$ cat src/hw/dtc_regs.svh
// Register offsets, bit positions, reset values and timing counts of the dual timer/counter
`ifndef DTC_REGS_SVH
`define DTC_REGS_SVH
`define DTC_OFF_CTRL 8'h00
`define DTC_OFF_MODE 8'h04
`define DTC_OFF_T0_LOW 8'h08
`define DTC_OFF_T0_HIGH 8'h0c
`define DTC_OFF_T1_LOW 8'h10
`define DTC_OFF_T1_HIGH 8'h14
`define DTC_OFF_IRQ_EN 8'h18
`define DTC_CTRL_RST 8'h00
`define DTC_MODE_RST 8'h00
`define DTC_CNT_RST 8'h00
`define DTC_IRQ_EN_RST 8'h00
`define DTC_BIT_T1_FLAG 7
`define DTC_BIT_T1_RUN 6
`define DTC_BIT_T0_FLAG 5
`define DTC_BIT_T0_RUN 4
`define DTC_BIT_T0_IRQ_EN 0
`define DTC_BIT_T1_IRQ_EN 1
`define DTC_BIT_GLOBAL_IRQ_EN 7
`define DTC_PER_DIV 3'h6
`define DTC_PER_DIV_LAST 3'h5
`endif

$ cat src/hw/dtc_pkg.sv
// Types shared by the dual timer/counter design
package dtc_pkg;
  typedef enum logic [3:0] {
    DTC_MODE13 = 4'b0001,
    DTC_MODE16 = 4'b0010,
    DTC_RELOAD = 4'b0100,
    DTC_SPLIT = 4'b1000
  } dtc_mode_t;
  typedef struct packed {
    logic gate;
    logic src;
    logic [1:0] mode;
  } dtc_tcfg_t;
  typedef struct packed {
    logic [7:0] low;
    logic [7:0] high;
    logic ovf;
  } dtc_cnt_t;
  typedef struct packed {
    logic t1_count;
    logic t0_count;
    logic ext_irq1;
    logic ext_irq0;
  } dtc_pins_t;
endpackage : dtc_pkg

$ cat src/hw/dtc_tick_gen.sv
// Peripheral cycle tick: one pulse every six clocks
`timescale 1ns/1ns
`include "dtc_regs.svh"
module dtc_tick_gen (
  input wire logic clock_in,
  input wire logic sys_rst_in,
  output logic tick_out
);
  logic [2:0] div_r;
  logic [2:0] div_nxt;
  wire last = (div_r == `DTC_PER_DIV_LAST);
  assign div_nxt = last ? 3'h0 : div_r + 3'h1;
  assign tick_out = last;
  always_ff @(posedge clock_in) begin
    if (sys_rst_in) begin
      div_r <= 3'h0;
    end else begin
      div_r <= div_nxt;
    end
  end
endmodule : dtc_tick_gen

$ cat src/hw/dtc_pin_sync.sv
// Three-stage synchronisers with agreement filter for the external pins
`timescale 1ns/1ns
module dtc_pin_sync import dtc_pkg::*; (
  input wire logic clock_in,
  input wire logic sys_rst_in,
  input dtc_pkg::dtc_pins_t pins_in,
  output dtc_pkg::dtc_pins_t level_out
);
  logic [3:0] s1_r, s2_r, s3_r, lvl_r;
  logic [3:0] raw;
  assign raw = pins_in;
  assign level_out = lvl_r;
  genvar i;
  generate
    for (i = 0; i < 4; i = i + 1) begin : g_pin
      // Stage one feeds stage two only; the level moves once two and three agree
      always_ff @(posedge clock_in) begin
        if (sys_rst_in) begin
          s1_r[i] <= 1'b0;
          s2_r[i] <= 1'b0;
          s3_r[i] <= 1'b0;
          lvl_r[i] <= 1'b0;
        end else begin
          s1_r[i] <= raw[i];
          s2_r[i] <= s1_r[i];
          s3_r[i] <= s2_r[i];
          if (s2_r[i] == s3_r[i]) begin
            lvl_r[i] <= s3_r[i];
          end
        end
      end
    end
  endgenerate
endmodule : dtc_pin_sync

$ cat src/hw/dtc_top.sv
// Dual timer/counter with APB register access
//
// The register offsets and register access over APB are this design's own decisions.
`timescale 1ns/1ns
`include "dtc_regs.svh"
// What this block does
// - Timer 0 auto-reload: low byte counts, overflow sets flag and reloads from high byte.
// - Reload never modifies the high byte, so the same value reloads every time.
// - High byte may be written anytime; new value applies at next reload.
// - Overflow flag clears when the processor acknowledges that timer's interrupt.
// - Timer 0 split mode runs low and high bytes as two 8-bit counters.
// - Split low byte uses timer 0 gate, source, run bit and flag.
// - Split high byte counts clock/6, runs on timer 1 run bit, sets timer 1 flag.
// - Timer 1 config in mode upper nibble; run and flag in control bits 6,7.
// - Timer 1 counts when run set; with gate set also needs interrupt 1 pin high.
// - Timer 1 rollover from all ones to zero sets timer 1 overflow flag unless timer 0 is split.
// - Mode 0: 13-bit count, low 5 bits prescale by 32, upper 3 ignored.
// - Mode 1: 16-bit count, low byte overflow increments high byte.
// - Timer 1 mode 2: 8-bit low byte, overflow sets flag, reloads from high byte.
// - Timer 1 in mode 3 stops and holds its count.
// - Timer interrupt raised only when its enable and global enable are set.
// - Timer 1 overflows serve as baud clock source for the serial port.
// - Timer operation advances once per peripheral cycle, every 6 clocks.
// - Counter operation samples pin each peripheral cycle; high then low increments.
// - Timer 0 config in mode lower nibble; run and flag in control bits 4,5.
module dtc_top import dtc_pkg::*; (
  input wire logic clock_in,
  input wire logic sys_rst_in,
  input wire logic psel,
  input wire logic penable,
  input wire logic pwrite,
  input wire logic [7:0] paddr,
  input wire logic [31:0] pwdata,
  output logic [31:0] prdata,
  output logic pready,
  output logic pslverr,
  input dtc_pkg::dtc_pins_t pins_in,
  input wire logic [1:0] irq_ack_in,
  output logic t0_irq_req_out,
  output logic t1_irq_req_out,
  output logic t1_baud_pulse_out
);

  // ------------------------------------------------------------
  // Register state
  // ------------------------------------------------------------
  logic [7:0] timer_control_reg_r;
  logic [7:0] timer_mode_reg_r;
  logic [7:0] irq_enable_reg_r;
  logic [7:0] t0_low_count_r, t0_high_count_r;
  logic [7:0] t1_low_count_r, t1_high_count_r;
  logic [31:0] prdata_r, prdata_nxt;
  logic baud_r;
  logic t0_samp_r, t1_samp_r;
  logic tick;
  dtc_pins_t pin_lvl;

  // ------------------------------------------------------------
  // Helpers
  // ------------------------------------------------------------
  dtc_tick_gen u_tick (
    .clock_in(clock_in),
    .sys_rst_in(sys_rst_in),
    .tick_out(tick)
  );

  dtc_pin_sync u_sync (
    .clock_in(clock_in),
    .sys_rst_in(sys_rst_in),
    .pins_in(pins_in),
    .level_out(pin_lvl)
  );

  function automatic dtc_mode_t mode_decode(input logic [1:0] m);
    dtc_mode_t r;
    case (m)
      2'b00: r = DTC_MODE13;
      2'b01: r = DTC_MODE16;
      2'b10: r = DTC_RELOAD;
      default: r = DTC_SPLIT;
    endcase
    return r;
  endfunction : mode_decode

  // One count step; the split branch is the free-running 8-bit low byte
  function automatic dtc_cnt_t count_step(input dtc_mode_t m, input logic [7:0] lo,
                                          input logic [7:0] hi, input logic inc);
    dtc_cnt_t r;
    logic [5:0] p5;
    logic [8:0] l9;
    logic [8:0] h9;
    r.low = lo;
    r.high = hi;
    r.ovf = 1'b0;
    p5 = {1'b0, lo[4:0]} + 6'h01;
    l9 = {1'b0, lo} + 9'h001;
    h9 = {1'b0, hi} + 9'h001;
    if (inc) begin
      case (m)
        DTC_MODE13: begin
          r.low = {lo[7:5], p5[4:0]};
          if (p5[5]) begin
            r.high = h9[7:0];
            r.ovf = h9[8];
          end
        end
        DTC_MODE16: begin
          r.low = l9[7:0];
          if (l9[8]) begin
            r.high = h9[7:0];
            r.ovf = h9[8];
          end
        end
        DTC_RELOAD: begin
          // High byte is only read here, so a reload value holds for every overflow
          r.low = l9[8] ? hi : l9[7:0];
          r.ovf = l9[8];
        end
        DTC_SPLIT: begin
          r.low = l9[7:0];
          r.ovf = l9[8];
        end
        default: begin
          r.ovf = 1'b0;
        end
      endcase
    end
    return r;
  endfunction : count_step

  // ------------------------------------------------------------
  // Configuration decode
  // ------------------------------------------------------------
  dtc_tcfg_t t0_cfg, t1_cfg;
  assign t0_cfg = timer_mode_reg_r[3:0];
  assign t1_cfg = timer_mode_reg_r[7:4];
  wire t0_run_bit = timer_control_reg_r[`DTC_BIT_T0_RUN];
  wire t1_run_bit = timer_control_reg_r[`DTC_BIT_T1_RUN];
  wire t0_overflow_flag = timer_control_reg_r[`DTC_BIT_T0_FLAG];
  wire t1_overflow_flag = timer_control_reg_r[`DTC_BIT_T1_FLAG];
  dtc_mode_t t0_mode, t1_mode;
  assign t0_mode = mode_decode(t0_cfg.mode);
  assign t1_mode = mode_decode(t1_cfg.mode);
  wire t0_split = (t0_mode == DTC_SPLIT);

  // ------------------------------------------------------------
  // Count inputs
  // ------------------------------------------------------------
  // Falling edge seen between two peripheral-cycle samples
  wire t0_fall = tick & t0_samp_r & ~pin_lvl.t0_count;
  wire t1_fall = tick & t1_samp_r & ~pin_lvl.t1_count;
  wire t0_src = t0_cfg.src ? t0_fall : tick;
  wire t1_src = t1_cfg.src ? t1_fall : tick;
  wire t0_open = t0_run_bit & (~t0_cfg.gate | pin_lvl.ext_irq0);
  // While timer 0 is split, timer 1 loses its run bit and is stopped only by mode 3 or by its gate with the interrupt 1 pin low
  wire t1_run_eff = t0_split ? 1'b1 : t1_run_bit;
  wire t1_open = t1_run_eff & (~t1_cfg.gate | pin_lvl.ext_irq1);
  wire t0_inc = t0_open & t0_src;
  wire t1_inc = t1_open & t1_src & (t1_mode != DTC_SPLIT);
  wire t0h_inc = t0_split & t1_run_bit & tick;

  dtc_cnt_t t0_step, t1_step;
  assign t0_step = count_step(t0_mode, t0_low_count_r, t0_high_count_r, t0_inc);
  assign t1_step = count_step(t1_mode, t1_low_count_r, t1_high_count_r, t1_inc);
  wire [8:0] t0h_sum = {1'b0, t0_high_count_r} + 9'h001;
  wire [7:0] t0h_next = t0h_inc ? t0h_sum[7:0] : (t0_split ? t0_high_count_r : t0_step.high);
  wire t0h_ovf = t0h_inc & t0h_sum[8];

  wire t0_flag_set = t0_step.ovf;
  wire t1_flag_set = t0_split ? t0h_ovf : t1_step.ovf;

  // ------------------------------------------------------------
  // APB decode
  // ------------------------------------------------------------
  wire acc = psel & penable;
  wire wr = acc & pwrite;
  wire hit_ctrl = (paddr == `DTC_OFF_CTRL);
  wire hit_mode = (paddr == `DTC_OFF_MODE);
  wire hit_t0l = (paddr == `DTC_OFF_T0_LOW);
  wire hit_t0h = (paddr == `DTC_OFF_T0_HIGH);
  wire hit_t1l = (paddr == `DTC_OFF_T1_LOW);
  wire hit_t1h = (paddr == `DTC_OFF_T1_HIGH);
  wire hit_ien = (paddr == `DTC_OFF_IRQ_EN);
  wire hit_any = hit_ctrl | hit_mode | hit_t0l | hit_t0h | hit_t1l | hit_t1h | hit_ien;
  wire [7:0] wbyte = pwdata[7:0];
  assign pready = 1'b1;
  assign pslverr = acc & ~hit_any;
  assign prdata = prdata_r;

  // Read data is loaded in the setup cycle so that it stands through the zero-wait access cycle;
  // a count read this way is one clock older than the completing edge
  wire rd_setup = psel & ~penable & ~pwrite;

  always_comb begin
    prdata_nxt = prdata_r;
    if (rd_setup) begin
      case (1'b1)
        hit_ctrl: prdata_nxt = {24'h000000, timer_control_reg_r};
        hit_mode: prdata_nxt = {24'h000000, timer_mode_reg_r};
        hit_t0l: prdata_nxt = {24'h000000, t0_low_count_r};
        hit_t0h: prdata_nxt = {24'h000000, t0_high_count_r};
        hit_t1l: prdata_nxt = {24'h000000, t1_low_count_r};
        hit_t1h: prdata_nxt = {24'h000000, t1_high_count_r};
        hit_ien: prdata_nxt = {24'h000000, irq_enable_reg_r};
        default: prdata_nxt = 32'h00000000;
      endcase
    end
  end

  // ------------------------------------------------------------
  // Control register with flag set/clear
  // ------------------------------------------------------------
  logic [7:0] ctrl_base, ctrl_nxt;
  assign ctrl_base = (wr & hit_ctrl) ? wbyte : timer_control_reg_r;
  always_comb begin
    ctrl_nxt = ctrl_base;
    // A new overflow beats an acknowledge or a software clear in the same cycle
    ctrl_nxt[`DTC_BIT_T0_FLAG] = t0_flag_set | (ctrl_base[`DTC_BIT_T0_FLAG] & ~irq_ack_in[0]);
    ctrl_nxt[`DTC_BIT_T1_FLAG] = t1_flag_set | (ctrl_base[`DTC_BIT_T1_FLAG] & ~irq_ack_in[1]);
  end

  // ------------------------------------------------------------
  // Count registers; a software write overrides the count step
  // ------------------------------------------------------------
  wire [7:0] t0l_nxt = (wr & hit_t0l) ? wbyte : t0_step.low;
  wire [7:0] t0h_nxt = (wr & hit_t0h) ? wbyte : t0h_next;
  wire [7:0] t1l_nxt = (wr & hit_t1l) ? wbyte : t1_step.low;
  wire [7:0] t1h_nxt = (wr & hit_t1h) ? wbyte : t1_step.high;

  always_ff @(posedge clock_in) begin
    if (sys_rst_in) begin
      timer_control_reg_r <= `DTC_CTRL_RST;
    end else begin
      timer_control_reg_r <= ctrl_nxt;
    end
  end

  always_ff @(posedge clock_in) begin
    if (sys_rst_in) begin
      timer_mode_reg_r <= `DTC_MODE_RST;
    end else if (wr & hit_mode) begin
      timer_mode_reg_r <= wbyte;
    end
  end

  always_ff @(posedge clock_in) begin
    if (sys_rst_in) begin
      irq_enable_reg_r <= `DTC_IRQ_EN_RST;
    end else if (wr & hit_ien) begin
      irq_enable_reg_r <= wbyte;
    end
  end

  always_ff @(posedge clock_in) begin
    if (sys_rst_in) begin
      t0_low_count_r <= `DTC_CNT_RST;
      t0_high_count_r <= `DTC_CNT_RST;
    end else begin
      t0_low_count_r <= t0l_nxt;
      t0_high_count_r <= t0h_nxt;
    end
  end

  always_ff @(posedge clock_in) begin
    if (sys_rst_in) begin
      t1_low_count_r <= `DTC_CNT_RST;
      t1_high_count_r <= `DTC_CNT_RST;
    end else begin
      t1_low_count_r <= t1l_nxt;
      t1_high_count_r <= t1h_nxt;
    end
  end

  // Read data and the baud pulse, both straight from flip-flops
  always_ff @(posedge clock_in) begin
    if (sys_rst_in) begin
      prdata_r <= 32'h00000000;
    end else begin
      prdata_r <= prdata_nxt;
    end
  end

  always_ff @(posedge clock_in) begin
    if (sys_rst_in) begin
      baud_r <= 1'b0;
    end else begin
      baud_r <= t1_step.ovf;
    end
  end

  // Pin samples taken once per peripheral cycle
  always_ff @(posedge clock_in) begin
    if (sys_rst_in) begin
      t0_samp_r <= 1'b0;
      t1_samp_r <= 1'b0;
    end else if (tick) begin
      t0_samp_r <= pin_lvl.t0_count;
      t1_samp_r <= pin_lvl.t1_count;
    end
  end

  // ------------------------------------------------------------
  // Outputs
  // ------------------------------------------------------------
  wire global_irq_enable = irq_enable_reg_r[`DTC_BIT_GLOBAL_IRQ_EN];
  assign t0_irq_req_out = t0_overflow_flag & irq_enable_reg_r[`DTC_BIT_T0_IRQ_EN] & global_irq_enable;
  assign t1_irq_req_out = t1_overflow_flag & irq_enable_reg_r[`DTC_BIT_T1_IRQ_EN] & global_irq_enable;
  assign t1_baud_pulse_out = baud_r;

endmodule : dtc_top

$ cat config.mk
export PLATFORM = sky130hd
export DESIGN_NAME = dtc_top
export DESIGN_NICKNAME = d
export VERILOG_FILES = /design/src/hw/dtc_pkg.sv /design/src/hw/dtc_tick_gen.sv /design/src/hw/dtc_pin_sync.sv /design/src/hw/dtc_top.sv
export VERILOG_INCLUDE_DIRS = /design/src /design/src/hw
export SDC_FILE = /design/constraint.sdc
export NUM_CORES = 1
export LEC_CHECK = 0
export BUFFER_PORTS_ARGS = -buffer_cell sky130_fd_sc_hd__buf_4
export CORE_AREA = 2 2 116 118
export DETAILED_ROUTE_END_ITERATION = 8
export DIE_AREA = 0 0 118 120
export GPL_TIMING_DRIVEN = 0
export PLACE_DENSITY = 0.71
export SLEW_MARGIN = 0
export SYNTH_ARGS = -nofsm -noshare
export SYNTH_HDL_FRONTEND = slang
export SYNTH_SLANG_ARGS = --single-unit
export TNS_END_PERCENT = 10
$ cat constraint.sdc
create_clock -name clock_in -period 2.3 [get_ports clock_in]
set_clock_uncertainty 0.2 [all_clocks]
set_input_delay 0.23 -clock clock_in [delete_from_list [all_inputs] [get_ports clock_in]]
set_output_delay 0.23 -clock clock_in [all_outputs]
set_load 0.01 [all_outputs]
# == Yosys cells after proc, flatten, opt, wreduce, memory -nomap -nowiden ==
# Index checks and enable logic that the tools add are counted.
# Widths: inputs -> output; s select.
# totals
out_inout_bits,37
reg_bits,110
inputBits,51
# classes
n_addsub,7
n_reduce_logical,24
mux,34
n_eq_ne,31
bitwise,49
# op_table
operator,n
$mux 8,16
$pmux 8 s3,2
$add 8x1->9 const B,4
$mux 9,4
$mux 17,2
$pmux 8 s2,2
$and 1x1->1,30
$eq 8x5->1 const B,3
$pmux 4 s3,2
$eq 8x4->1 const B,2
$add 5x1->6 const B,2
$ne 4x4->1 const B,3
$reduce_bool 3->1,4
$reduce_bool 4->1,3
$or 1x1->1,10
$reduce_or 2->1,5
$not 1->1,9
$eq 4x1->1 const B,2
$eq 4x2->1 const B,2
$eq 4x3->1 const B,2
$eq 4x4->1 const B,2
$eq 8x3->1 const B,1
$logic_not 8->1,1
$ne 3x3->1 const B,2
other kinds (15),30

# == Longest topological paths before layout ==
# Gate-level depths: netlist of run 1.
# logic_depth
word_depth,10
depth_mapped,10
depth_no_buf,8

# == Cells and area by module ==
# Synthesis of run 1 repeated with hierarchy kept, for this count alone.
# hier_totals
cells_unflattened,652
area_unflattened_um2,5026.1
# by_module_without_submodules
mod,area_each_um2,cells_per_inst,instances
dtc_top,4405.5,598,1
dtc_pin_sync,486.7,41,1
dtc_tick_gen,133.9,13,1

# == Worst setup path before layout of run 1 ==
# OpenSTA, ideal clock, no wires.
# synth_path
kind,reg2reg
startpoint,register t1_low_count_r[0]
endpoint,register t1_high_count_r[4]
setup_time_ns,0.091
t_arrival_ns,1.875
setup_slack_ns,0.134
path_stages_with_launch,8
path_cell_list,dfxtp_1 -> ha_1 -> clkbuf_1 -> nand2_1 -> nor3_1 -> o2111ai_2 -> or3_1 -> a311oi_1
# synth_via
elab_chain_cells,3
word_cells_on_any_way,5
classes_between,2 x add/sub; 2 x eq/ne; 1 x reduce/logical
# synth_lines
element,line_no,source
start: declaration,dtc_top.sv:51,"logic [7:0] t1_low_count_r, t1_high_count_r;"
start signal: assignment,dtc_top.sv:266,t1_low_count_r <= `DTC_CNT_RST;
start signal: assignment,dtc_top.sv:269,t1_low_count_r <= t1l_nxt;
$add 8x1->9 or $add 5x1->6 (tied branches),"dtc_top.sv:96, dtc_top.sv:95",
$ne 3x3->1 (no source line),n/a,
$reduce_and 4->1 (no source line) *,n/a,
end signal: assignment,dtc_top.sv:267,t1_high_count_r <= `DTC_CNT_RST;
end signal: assignment,dtc_top.sv:270,t1_high_count_r <= t1h_nxt;
end: declaration,dtc_top.sv:51,
# Every way passes the cells marked *; elsewhere a longest branch is shown, timed or not.
# A chain may end at the register's enable or synchronous reset.

# == Worst setup path in the final report of run 1 ==
# layout_path
startpoint,register u_tick.div_r[1]
endpoint,register t0_high_count_r[4]
# layout_via
elab_chain_cells,7
word_cells_on_any_way,14
classes_between,4 x eq/ne; 3 x mux; 4 x bitwise; 3 x reduce/logical
# layout_lines
element,line_no,source
start: declaration,dtc_tick_gen.sv:9,logic [2:0] div_r;
start signal: assignment,dtc_tick_gen.sv:18,div_r <= div_nxt;
$eq 3x3->1 (no source line) *,n/a,
$and 1x1->1 (2 in a row),dtc_top.sv:150,wire t0_fall = tick & t0_samp_r & ~pin_lvl.t0_count;
$mux 1,dtc_top.sv:152,wire t0_src = t0_cfg.src ? t0_fall : tick;
$and 1x1->1,dtc_top.sv:158,wire t0_inc = t0_open & t0_src;
$reduce_bool 3->1 (no source line),n/a,
$reduce_and 5->1 (no source line),n/a,
end signal: assignment,dtc_top.sv:257,t0_high_count_r <= `DTC_CNT_RST;
end signal: assignment,dtc_top.sv:260,t0_high_count_r <= t0h_nxt;
end: declaration,dtc_top.sv:50,"logic [7:0] t0_low_count_r, t0_high_count_r;"
# Marks and branches as above.

==> summary.txt, run 1 <==
synthesized area: 5040 um^2
clk_lat worst skew: 350 ps
critical path buffer and inverter count: 2
EDFF count, synth: 0
RSZ-0062 raised after global routing: true
fraction of layout cells with a size suffix above 1: 18.0%
Max Fclk: 434 MHz
final instance area: 6130 um^2
total gr overflow: 0
via count: 5052
H-tree Lvls: 3
most common cell in the netlist: dfxtp_1
DP HPWL: 11600 um
Synth top cells by count: 86 x dfxtp_1, 66 x nand2_1, 65 x nor2_1
Initial Utilization: 38.9%
Hold Startpoint: pwdata[3]
Largest delay share family, worst path: simple AND/OR/NAND/NOR gates
failing checks: negative setup slack
critical-path maximum fanout: 7
CTS tree: done
Unique masters post-synth: 65
num ports: 88
Setup crit end kind: register
Least-Margin Pin Slew: 870 ps
Req. time, crit path: 2350 ps
Slew Limit Fails: 0
Iteration-0 DRC Markers: 462
async set-reset flop share out of synthesis: 0%
Port Buffers: 36
placed cell area: 5620 um^2
clock root cell: clkbuf_16
Seq/Total Area, Yosys: 34.1%
worst slack, placed: -257 ps
critical path's largest stage delay: 380 ps
pwr dens: 534 nW/um^2
Inserted Clock Buffers: 9
Setup crit start: u_tick.div_r[1]
HP Class: input pin to register
Mapped Cells: 634
yosys warns: 0
nets: 770
die area: 14200 um^2
row cnt: 42
antenna-violating nets left: 0
CTS clock-pin slew for the worst setup and hold paths: 60 ps
kind of critical path: register to register
vias in the first global route: 4530
Max-cap violations: 0
Yosys top cell area share: 34.1%
reg2reg start: u_tick.div_r[1]
area grow syn2layout: 21.6%
first-pass GRT wire length: 24900 um
final worst-path cycle share: 100%
crit path DAT: 2350 ps
CTS max path bufs: 2
final setup margin: -4.34 ps
Startpoint Class: register
Synth area leaders: dfxtp_1 34%, mux2i_1 5.2%, nand2_1 4.9%
die width: 118 um
sequence of cells on the critical path: inv_1 -> ha_2 -> and2_1 -> buf_6 -> o2111a_2 -> o211ai_1 -> and2_4 -> or3_1 -> a311oi_2
detailed-route wire length: 16300 um
post-layout minimum cycle time: 2300 ps
GP Congestion: 0.975
Leak: 2.42 nW
Global Route Usage Sum: 22.8%
Mapped Avg Cell Area: 7.96 um^2
largest net degree at the start of global routing: 14
initial antenna violation count: 0
Pre-antenna DRT Iters: 5
ys flop type: dfxtp_1
height of the die: 120 um
Clock Sinks: 86
ANT cells: 0
core area: 13000 um^2
utilization after layout: 47.2%
slowest stage cell, crit path: or3_1
drt wl/cell: 18.2 um
area leader, netlist: dfxtp_1
setup violators final: 1
status: complete, but fails checks
DRC Markers: 0
final hold violations: 0
Seq cells post-synth: 86
Rel. slew slack: 40.5%
vias per cell: 5.65
VDD IR max: 0.000421 V
-- cell families (layout without fill, tap and decap cells) --
| group | after synthesis | after routing | synth area share [%] |
|---|---|---|---|
| xor gates and xnor gates | 9 | 9 | 1.56 |
| buffers and inverters | 75 | 136 | 8.83 |
| other | 2 | 25 | 0.149 |
| adders and majority gates | 6 | 6 | 1.49 |
| muxes | 27 | 27 | 5.38 |
| and+or+nand+nor | 269 | 269 | 26.8 |
| DFF | 86 | 86 | 34.1 |
| AOI/OAI and AO/OA | 160 | 160 | 21.6 |
-- final timing paths --
path              slack (ps)  depth (start not counted)                 end
setup / recovery          -4                          9  t0_high_count_r[4]
hold / removal             5                          2   t1_low_count_r[3]
setup reg to reg          -4                          9  t0_high_count_r[4]
hold reg to reg          240                          1      u_sync.s2_r[1]
-- worst reg2reg max path, delay by kind of cell, from the launching register on --
family / cells / cell delay (ps)
buf+inv: 2 / 190
simple gates: 3 / 730
flops: 1 / 310
fa+ha+maj: 1 / 180
compound gates: 3 / 600
-- layout make-up --
| cell class | instances | area (um^2) |
|---|---|---|
| Buffer | 61 | 399 |
| Clock buffer | 14 | 294 |
| Clock inverter | 2 | 12.5 |
| Fill cell | 1298 | 6850 |
| Inverter | 13 | 48.8 |
| Multi-Input combinational cell | 496 | 3070 |
| Sequential cell | 86 | 1730 |
| Tap cell | 176 | 220 |
| Timing Repair Buffer | 46 | 360 |
-- state kept, by name (all words and copies together) (netlist names), 8 cells and up --
register             flops
t1_high_count_r          8
timer_control_reg_r      8
t0_high_count_r          8
t1_low_count_r           8
irq_enable_reg_r         8
timer_mode_reg_r         8
t0_low_count_r           8
prdata                   8
-- report_power, final --
group / switching, mW / internal, mW / leakage (nW)
logic: 0.169 / 0.116 / 1.57
registers: 0.0144 / 1.51 / 0.697
clock network: 0.590 / 0.878 / 0.151
-- stage by stage --
stage,TNS (ps),power (mW),hold slack (ps),std cells
after floorplan,0,1.71,138,657
after global placement,-3900,1.82,220,869
after detailed placement,-4730,1.82,224,869
after CTS,-35.4,3.29,0.934,894
after global routing,-370,3.38,15.5,894
final,-4.34,3.27,4.88,894
-- cell usage in the layout (no fill, tap or decap), drive strengths merged, types with 4 or more instances in the layout --
cell          n
nand3        33
nand2        66
nor2         65
o211ai        9
inv          13
and3         10
nor4          4
nor2b        22
a31oi         6
buf          76
nor3         15
nand2b       17
o22ai        12
ha            6
a21oi        35
dlygate4sd3   6
a2111oi       9
dfxtp        86
a21o          4
xnor2         6
a311oi        5
o31ai         9
conb         25
nand4        10
o21ai        31
and2          8
clkbuf       39
or3           6
a211oi       14
mux2i        26
-- layer usage --
metal | GRT usage (%) | up-vias | wire length, um
li1 | - | 2406 | -
met5 | 0 | - | 0
met4 | 10.8 | 0 | 697
met3 | 5.09 | 47 | 1250
met1 | 28.9 | 2374 | 6730
met2 | 36.8 | 225 | 7630
-- what timing repair did --
action / 4_1_cts / 5_1_grt
setup buffers: 4 / 0
pin swaps: 3 / 0
setup endpoints to repair: 29 / 31
hold endpoints to repair: 6 / 0
hold buffers: 6 / 0
resized for setup: 9 / 20
cloned: 0 / 0
No activity file was read; power rests on OpenSTA's default activity.
==> run 2, diff against run 1 <==
--- a/config.mk
+++ b/config.mk
@@ -8,10 +8,11 @@
 export LEC_CHECK = 0
 export BUFFER_PORTS_ARGS = -buffer_cell sky130_fd_sc_hd__buf_4
 export CORE_AREA = 2 2 116 118
+export CTS_BUF_LIST = sky130_fd_sc_hd__clkbuf_2 sky130_fd_sc_hd__clkbuf_4 sky130_fd_sc_hd__clkbuf_8
 export DETAILED_ROUTE_END_ITERATION = 8
 export DIE_AREA = 0 0 118 120
 export GPL_TIMING_DRIVEN = 0
-export PLACE_DENSITY = 0.71
+export PLACE_DENSITY_LB_ADDON = 0.08
 export SLEW_MARGIN = 0
 export SYNTH_ARGS = -nofsm -noshare
 export SYNTH_HDL_FRONTEND = slang
==> run 2 against run 1 <==
Compared with the run above:
- the run now ends clean
- core utilization about the same
- flip-flop and latch count unchanged
- design area about the same
- clock power down 8%
- die area unchanged
- setup slack better by 18 ps
- non-clock buffer count up 7
- global-route usage up 1.8 points
==> summary.txt, run 2 (synthesized netlist as in run 1, its figures left out) <==
status: completed (was complete, but fails checks)
Initial Utilization: 38.9% (unchanged)
RSZ-0062 raised after global routing: true (unchanged)
Global Route Usage Sum: 24.6% (was 22.8%)
Slew Limit Fails: 0 (unchanged)
r2r setup slk: 10 ps (was -4 ps)
reg2reg start: u_tick.div_r[1] (unchanged)
# fillers: 1324 (was 1298)
multi-input combinational cell area: 3050 um^2 (was 3070 um^2)
detailed-route wire length: 17400 um (was 16300 um)
Rel. slew slack: 42.5% (was 40.5%)
Hold EP: timer_mode_reg_r[0] (was t1_low_count_r[3])
commonest non-fill, non-tap cells in the layout: 81 x dfxtp_1, 68 x buf_4, 66 x nand2_1, 65 x nor2_1, 34 x a21oi_1 (was 82 x dfxtp_1, 65 x nor2_1, 65 x nand2_1, 65 x buf_4, 34 x a21oi_1)
critical-path maximum fanout: 6 (was 7)
Pre-antenna DRT Iters: 5 (unchanged)
Port Buffers: 36 (unchanged)
clk_lat worst skew: 360 ps (was 350 ps)
largest net degree at the start of global routing: 15 (was 14)
DP HPWL: 12700 um (was 11600 um)
initial antenna violation count: 0 (unchanged)
row cnt: 42 (unchanged)
Startpoint Class: register (unchanged)
Max Fclk: 437 MHz (was 434 MHz)
CTS max path bufs: 2 (unchanged)
CTS tree: done (unchanged)
total gr overflow: 0 (unchanged)
HP Class: input pin to register (unchanged)
height of the die: 120 um (unchanged)
area grow syn2layout: 21.5% (was 21.6%)
kind of critical path: register to register (unchanged)
crit path DAT: 2360 ps (was 2350 ps)
worst reg2reg path depth: 9 (unchanged)
via count: 5066 (was 5052)
ANT cells: 0 (unchanged)
Clock Sinks: 86 (unchanged)
Iteration-0 DRC Markers: 491 (was 462)
pwr dens: 517 nW/um^2 (was 534 nW/um^2)
CTS clock-pin slew for the worst setup and hold paths: 90 ps (was 60 ps)
final hold violations: 0 (unchanged)
hold-critical path depth: 3 (was 2)
commonest non-fill, non-tap cell in the layout: dfxtp_1 (unchanged)
first-pass GRT wire length: 26500 um (was 24900 um)
Inserted Clock Buffers: 9 (unchanged)
vias in the first global route: 4682 (was 4530)
antenna-violating nets left: 0 (unchanged)
Req. time, crit path: 2380 ps (was 2350 ps)
fraction of layout cells with a size suffix above 1: 18.3% (was 18.0%)
Leak: 2.38 nW (was 2.42 nW)
Hold Startpoint: pwdata[0] (was pwdata[3])
Least-Margin Pin Slew: 862 ps (was 870 ps)
num ports: 88 (unchanged)
fin cells: 901 (was 894)
utilization after layout: 47.2% (about the same)
overall power: 3.17 mW (was 3.27 mW)
H-tree Lvls: 3 (unchanged)
nets: 777 (was 770)
GP Congestion: 0.979 (was 0.975)
dpl cells: 869 (unchanged)
Seq. cell area: 1730 um^2 (about the same)
drt wl/cell: 19.3 um (was 18.2 um)
final worst-path cycle share: 99.4% (was 100%)
post-layout minimum cycle time: 2290 ps (was 2300 ps)
die area: 14200 um^2 (unchanged)
clock root cell: clkbuf_8 (was clkbuf_16)
core area: 13000 um^2 (unchanged)
Setup crit start: u_tick.div_r[1] (unchanged)
setup violators final: 0 (was 1)
RR Endpoint: t0_high_count_r[3] (was t0_high_count_r[4])
worst hold slack: 18.2 ps (was 4.88 ps)
VDD IR max: 0.000386 V (was 0.000421 V)
DRC Markers: 0 (unchanged)
Max-cap violations: 0 (unchanged)
vias per cell: 5.62 (was 5.65)
die width: 118 um (unchanged)
setup TNS: 0 ps (was -4.34 ps)
Setup crit end kind: register (unchanged)
[run 2: cell count changes in the layout (fill, tap and decap cells not counted), sizes merged]
cell / before / now
bufinv: 0 / 3
clkbuf: 39 / 36
dlygate4sd3: 6 / 11
buf: 76 / 78
[run 2: what timing repair did]
item,4_1_cts,5_1_grt
setup endpoints to repair,29,24
pin swaps,4,4
gates cloned,0,0
endpoints found under the hold margin,16,0
resized for setup,11,18
buffers inserted,4,2
hold buffers,11,0
[run 2: worst max path at each step]
stage                                         to  cells after the start  slack [ps]
after floorplan               t1_high_count_r[4]                      7         130
after global placement         t0_low_count_r[1]                      6        -270
after detailed placement  timer_control_reg_r[7]                      6        -270
after CTS                     t0_high_count_r[3]                      5          -6
after global routing          t0_high_count_r[3]                      9         -40
final                         t0_high_count_r[3]                      9          10
[run 2: per-stage QoR]
| step | area (um^2) | setup slack, ps |
|---|---|---|
| floorplan | 5130 | 134 |
| global placement | 5620 | -268 |
| detailed placement | 5620 | -271 |
| CTS | 6050 | -5.75 |
| global route | 6130 | -37.9 |
| finish | 6130 | 14.1 |
[run 2: where the power goes]
part           total (mW)  switching (mW)  leakage [nW]  internal (mW)
combinational       0.299           0.174          1.56          0.125
clock                1.35           0.585         0.123          0.766
sequential           1.52          0.0163         0.698           1.50
total                3.17           0.775          2.38           2.40
[run 2: cell type report]
| class | instances | area share (%) |
|---|---|---|
| Inverter | 13 | 0.796 |
| Clock inverter | 5 | 1.74 |
| Buffer | 61 | 6.57 |
| Tap cell | 176 | 3.59 |
| Multi-Input combinational cell | 496 | 49.7 |
| Sequential cell | 86 | 28.3 |
| Timing Repair Buffer | 53 | 6.94 |
| Clock buffer | 11 | 2.37 |
[run 2: worst max-delay path: stages (launching register included)]
cell,delay [ps]
dfxtp_2,330
inv_2,60
ha_4,120
and2_4,130
buf_6,120
o2111a_2,240
o211ai_1,160
and2_4,210
or3_1,360
a311oi_2,240
[run 2: per-layer routing]
layer	global-route usage, %	vias up	share of wire (%)
met2	40.6	221	46
met5	0	-	0
met3	3.14	31	6.8
met1	33.7	2396	45
li1	-	2418	-
met4	7.30	0	2.1
==> run 3, diff against run 2 <==
--- a/config.mk
+++ b/config.mk
@@ -6,11 +6,12 @@
 export SDC_FILE = /design/constraint.sdc
 export NUM_CORES = 1
 export LEC_CHECK = 0
+export ABC_AREA = 1
 export BUFFER_PORTS_ARGS = -buffer_cell sky130_fd_sc_hd__buf_4
-export CORE_AREA = 2 2 116 118
+export CORE_AREA = 2 2 119 121
 export CTS_BUF_LIST = sky130_fd_sc_hd__clkbuf_2 sky130_fd_sc_hd__clkbuf_4 sky130_fd_sc_hd__clkbuf_8
 export DETAILED_ROUTE_END_ITERATION = 8
-export DIE_AREA = 0 0 118 120
+export DIE_AREA = 0 0 121 123
 export GPL_TIMING_DRIVEN = 0
 export PLACE_DENSITY_LB_ADDON = 0.08
 export SLEW_MARGIN = 0
==> run 3 against run 2 <==
Compared with the run above:
- wire length fell by 0.28%
- synthesized area increased by 6.2%
- fmax grew 7.6%
- global-route usage decreased by 0.53 points
- synthesized cell count increased by 26%
- critical endpoint is now pslverr
==> summary.txt, run 3 <==
nets: 945 (was 777)
Hold EP: u_sync.level_out[2] (was timer_mode_reg_r[0])
first-pass GRT wire length: 27200 um (was 26500 um)
Yosys top cell area share: 32.2% (was 34.1%)
pwr dens: 466 nW/um^2 (was 517 nW/um^2)
critical-path maximum fanout: 10 (was 6)
post-layout minimum cycle time: 2130 ps (was 2290 ps)
antenna-violating nets left: 0 (unchanged)
via count: 5480 (was 5066)
commonest non-fill, non-tap cells in the layout: 152 x nand2_1, 94 x nor2_1, 88 x inv_1, 84 x dfxtp_1, 69 x a21oi_1 (was 81 x dfxtp_1, 68 x buf_4, 66 x nand2_1, 65 x nor2_1, 34 x a21oi_1)
VDD IR max: 0.000222 V (was 0.000386 V)
async set-reset flop share out of synthesis: 0% (unchanged)
total gr overflow: 0 (unchanged)
reg2reg start: u_tick.div_r[0] (was u_tick.div_r[1])
worst reg2reg path depth: 10 (was 9)
Hold Startpoint: sys_rst_in (was pwdata[0])
clk_lat worst skew: 390 ps (was 360 ps)
Synth area leaders: dfxtp_1 32%, nand2_1 11%, nor2_1 6.6% (was dfxtp_1 34%, mux2i_1 5.2%, nand2_1 4.9%)
kind of critical path: input pin to primary output (was register to register)
EDFF count, synth: 0 (unchanged)
Setup crit end kind: primary output (was register)
most common cell in the netlist: nand2_1 (was dfxtp_1)
final hold violations: 0 (unchanged)
initial antenna violation count: 0 (unchanged)
DRC Markers: 0 (unchanged)
final worst-path cycle share: 92.4% (was 99.4%)
clock root cell: clkbuf_8 (unchanged)
Pre-antenna DRT Iters: 5 (unchanged)
Post-CTS Setup Bufs: 0 (was 4)
largest net degree at the start of global routing: 17 (was 15)
CTS tree: done (unchanged)
Initial Utilization: 39.3% (was 38.9%)
crit path DAT: 1700 ps (was 2360 ps)
Slew Limit Fails: 0 (unchanged)
Iteration-0 DRC Markers: 494 (was 491)
synthesized area: 5350 um^2 (was 5040 um^2)
Seq/Total Area, Yosys: 32.2% (was 34.1%)
detailed-route wire length: 17300 um (was 17400 um)
Max-cap violations: 0 (unchanged)
commonest non-fill, non-tap cell in the layout: nand2_1 (was dfxtp_1)
status: completed (unchanged)
num ports: 88 (unchanged)
final setup margin: 175 ps (was 14.1 ps)
core area: 13600 um^2 (was 13000 um^2)
vias in the first global route: 5062 (was 4682)
yosys warns: 0 (unchanged)
HP Class: input pin to register (unchanged)
drt wl/cell: 16.2 um (was 19.3 um)
Req. time, crit path: 1870 ps (was 2380 ps)
setup violators final: 0 (unchanged)
worst slack, placed: 144 ps (was -271 ps)
setup TNS: 0 ps (unchanged)
Inserted Clock Buffers: 9 (unchanged)
Rel. slew slack: 49.8% (was 42.5%)
Least-Margin Pin Slew: 754 ps (was 862 ps)
H-tree Lvls: 3 (unchanged)
Unique masters post-synth: 41 (was 65)
Startpoint Class: input pin (was register)
CTS clock-pin slew for the worst setup and hold paths: 90 ps (about the same)
RSZ-0062 raised after global routing: false (was true)
Mapped Cells: 802 (was 634)
fraction of layout cells with a size suffix above 1: 17.5% (was 18.3%)
Synth top cells by count: 152 x nand2_1, 94 x nor2_1, 88 x inv_1 (was 86 x dfxtp_1, 66 x nand2_1, 65 x nor2_1)
GP Congestion: 0.949 (was 0.979)
r2r setup slk: 210 ps (was 10 ps)
die area: 14900 um^2 (was 14200 um^2)
Clock Sinks: 86 (unchanged)
Mapped Avg Cell Area: 6.68 um^2 (was 7.96 um^2)
Port Buffers: 37 (was 36)
row cnt: 43 (was 42)
RR Endpoint: t1_high_count_r[7] (was t0_high_count_r[3])
die width: 121 um (was 118 um)
Leak: 2.65 nW (was 2.38 nW)
vias per cell: 5.11 (was 5.62)
hold-critical path depth: 2 (was 3)
area grow syn2layout: 18.0% (was 21.5%)
ANT cells: 0 (unchanged)
DP HPWL: 13300 um (was 12700 um)
Max Fclk: 471 MHz (was 437 MHz)
CTS max path bufs: 2 (unchanged)
Seq cells post-synth: 86 (unchanged)
area leader, netlist: dfxtp_1 (unchanged)
ys flop type: dfxtp_1 (unchanged)
utilization after layout: 46.4% (was 47.2%)
height of the die: 123 um (was 120 um)
Global Route Usage Sum: 24.1% (was 24.6%)
## run 3: cell count changes after synthesis, moves of 13 or more
cell      delta
nand2_1     +86
inv_1       +75
a21oi_1     +35
nor2_1      +29
mux2i_1     -26
o21ai_0     +25
nand3_1     +24
nor2b_1     -22
nand2b_1    -17
o21ai_1     +14
inv_2       +13
nand2_2     +13
## run 3: power by group
| part | internal [mW] | switching, mW | total (mW) |
|---|---|---|---|
| logic | 0.103 | 0.161 | 0.265 |
| registers | 1.50 | 0.00700 | 1.51 |
| clock network | 0.536 | 0.637 | 1.17 |
| total | 2.14 | 0.806 | 2.95 |
## run 3: cell families (layout without fill, tap and decap cells)
family | after synthesis | after routing | share of synthesized area (%)
other | 2 | 25 | 0.140
flip-flops | 86 | 86 | 32.2
buffers and inverters | 150 | 218 | 13.1
AND/OR/NAND/NOR | 378 | 378 | 34.3
adder cells (fa/ha/maj) | 6 | 6 | 1.40
XOR/XNOR | 18 | 18 | 2.94
AO/OA/AOI/OAI | 162 | 162 | 15.9
## run 3: per-stage QoR
step,area (um^2),power (mW),cells,hold slack [ps]
floorplan,5440,1.69,825,137
global placement,5940,1.78,1042,193
detailed placement,5940,1.79,1042,192
CTS,6300,2.97,1073,44.0
global route,6320,3.06,1073,94.2
finish,6320,2.95,1073,61.3
## run 3: worst max path at each step
stage                      start                  to  slack (ps)  depth (start not counted)
2_1_floorplan    u_tick.div_r[0]  t1_high_count_r[4]         520                         10
3_3_place_gp   t1_low_count_r[0]  t1_high_count_r[7]         150                         10
3_5_place_dp   t1_low_count_r[0]  t1_high_count_r[7]         140                         10
4_1_cts        t1_low_count_r[0]  t1_high_count_r[7]         110                         10
5_1_grt          u_tick.div_r[0]  t1_high_count_r[7]           9                         10
6_report                paddr[0]             pslverr         170                          9
## run 3: critical path, stage by stage
cell	delay (ps)
buf_4	80
inv_1	40
nand2_2	190
nor2_4	100
nand2_4	130
inv_2	40
buf_4	170
nor4_1	490
buf_4	220
## run 3: layout make-up
cell class              count  area, um^2
well taps                 180         225
inverters                 101         379
flip-flops and latches     86        1720
fillers                  1475        7290
multi-input cells         589        3030
clock buffers              10         131
repair buffers             52         428
clock inverters             6        76.3
plain buffers              49         322
## run 3: repair_timing
action / in CTS / in global routing
endpoints found under the hold margin: 22 / 0
gates resized for setup: 0 / 5
endpoints found under the setup margin: 0 / 13
hold buffers: 15 / 0
## run 3: routing by layer
| metal | up-vias | global-route usage, % | part of all wire, % |
|---|---|---|---|
| li1 | 2732 | - | - |
| met1 | 2572 | 30.1 | 44 |
| met2 | 147 | 41.1 | 49 |
| met3 | 29 | 3.64 | 4.6 |
| met4 | 0 | 10.6 | 2.7 |
| met5 | - | 0 | 0 |
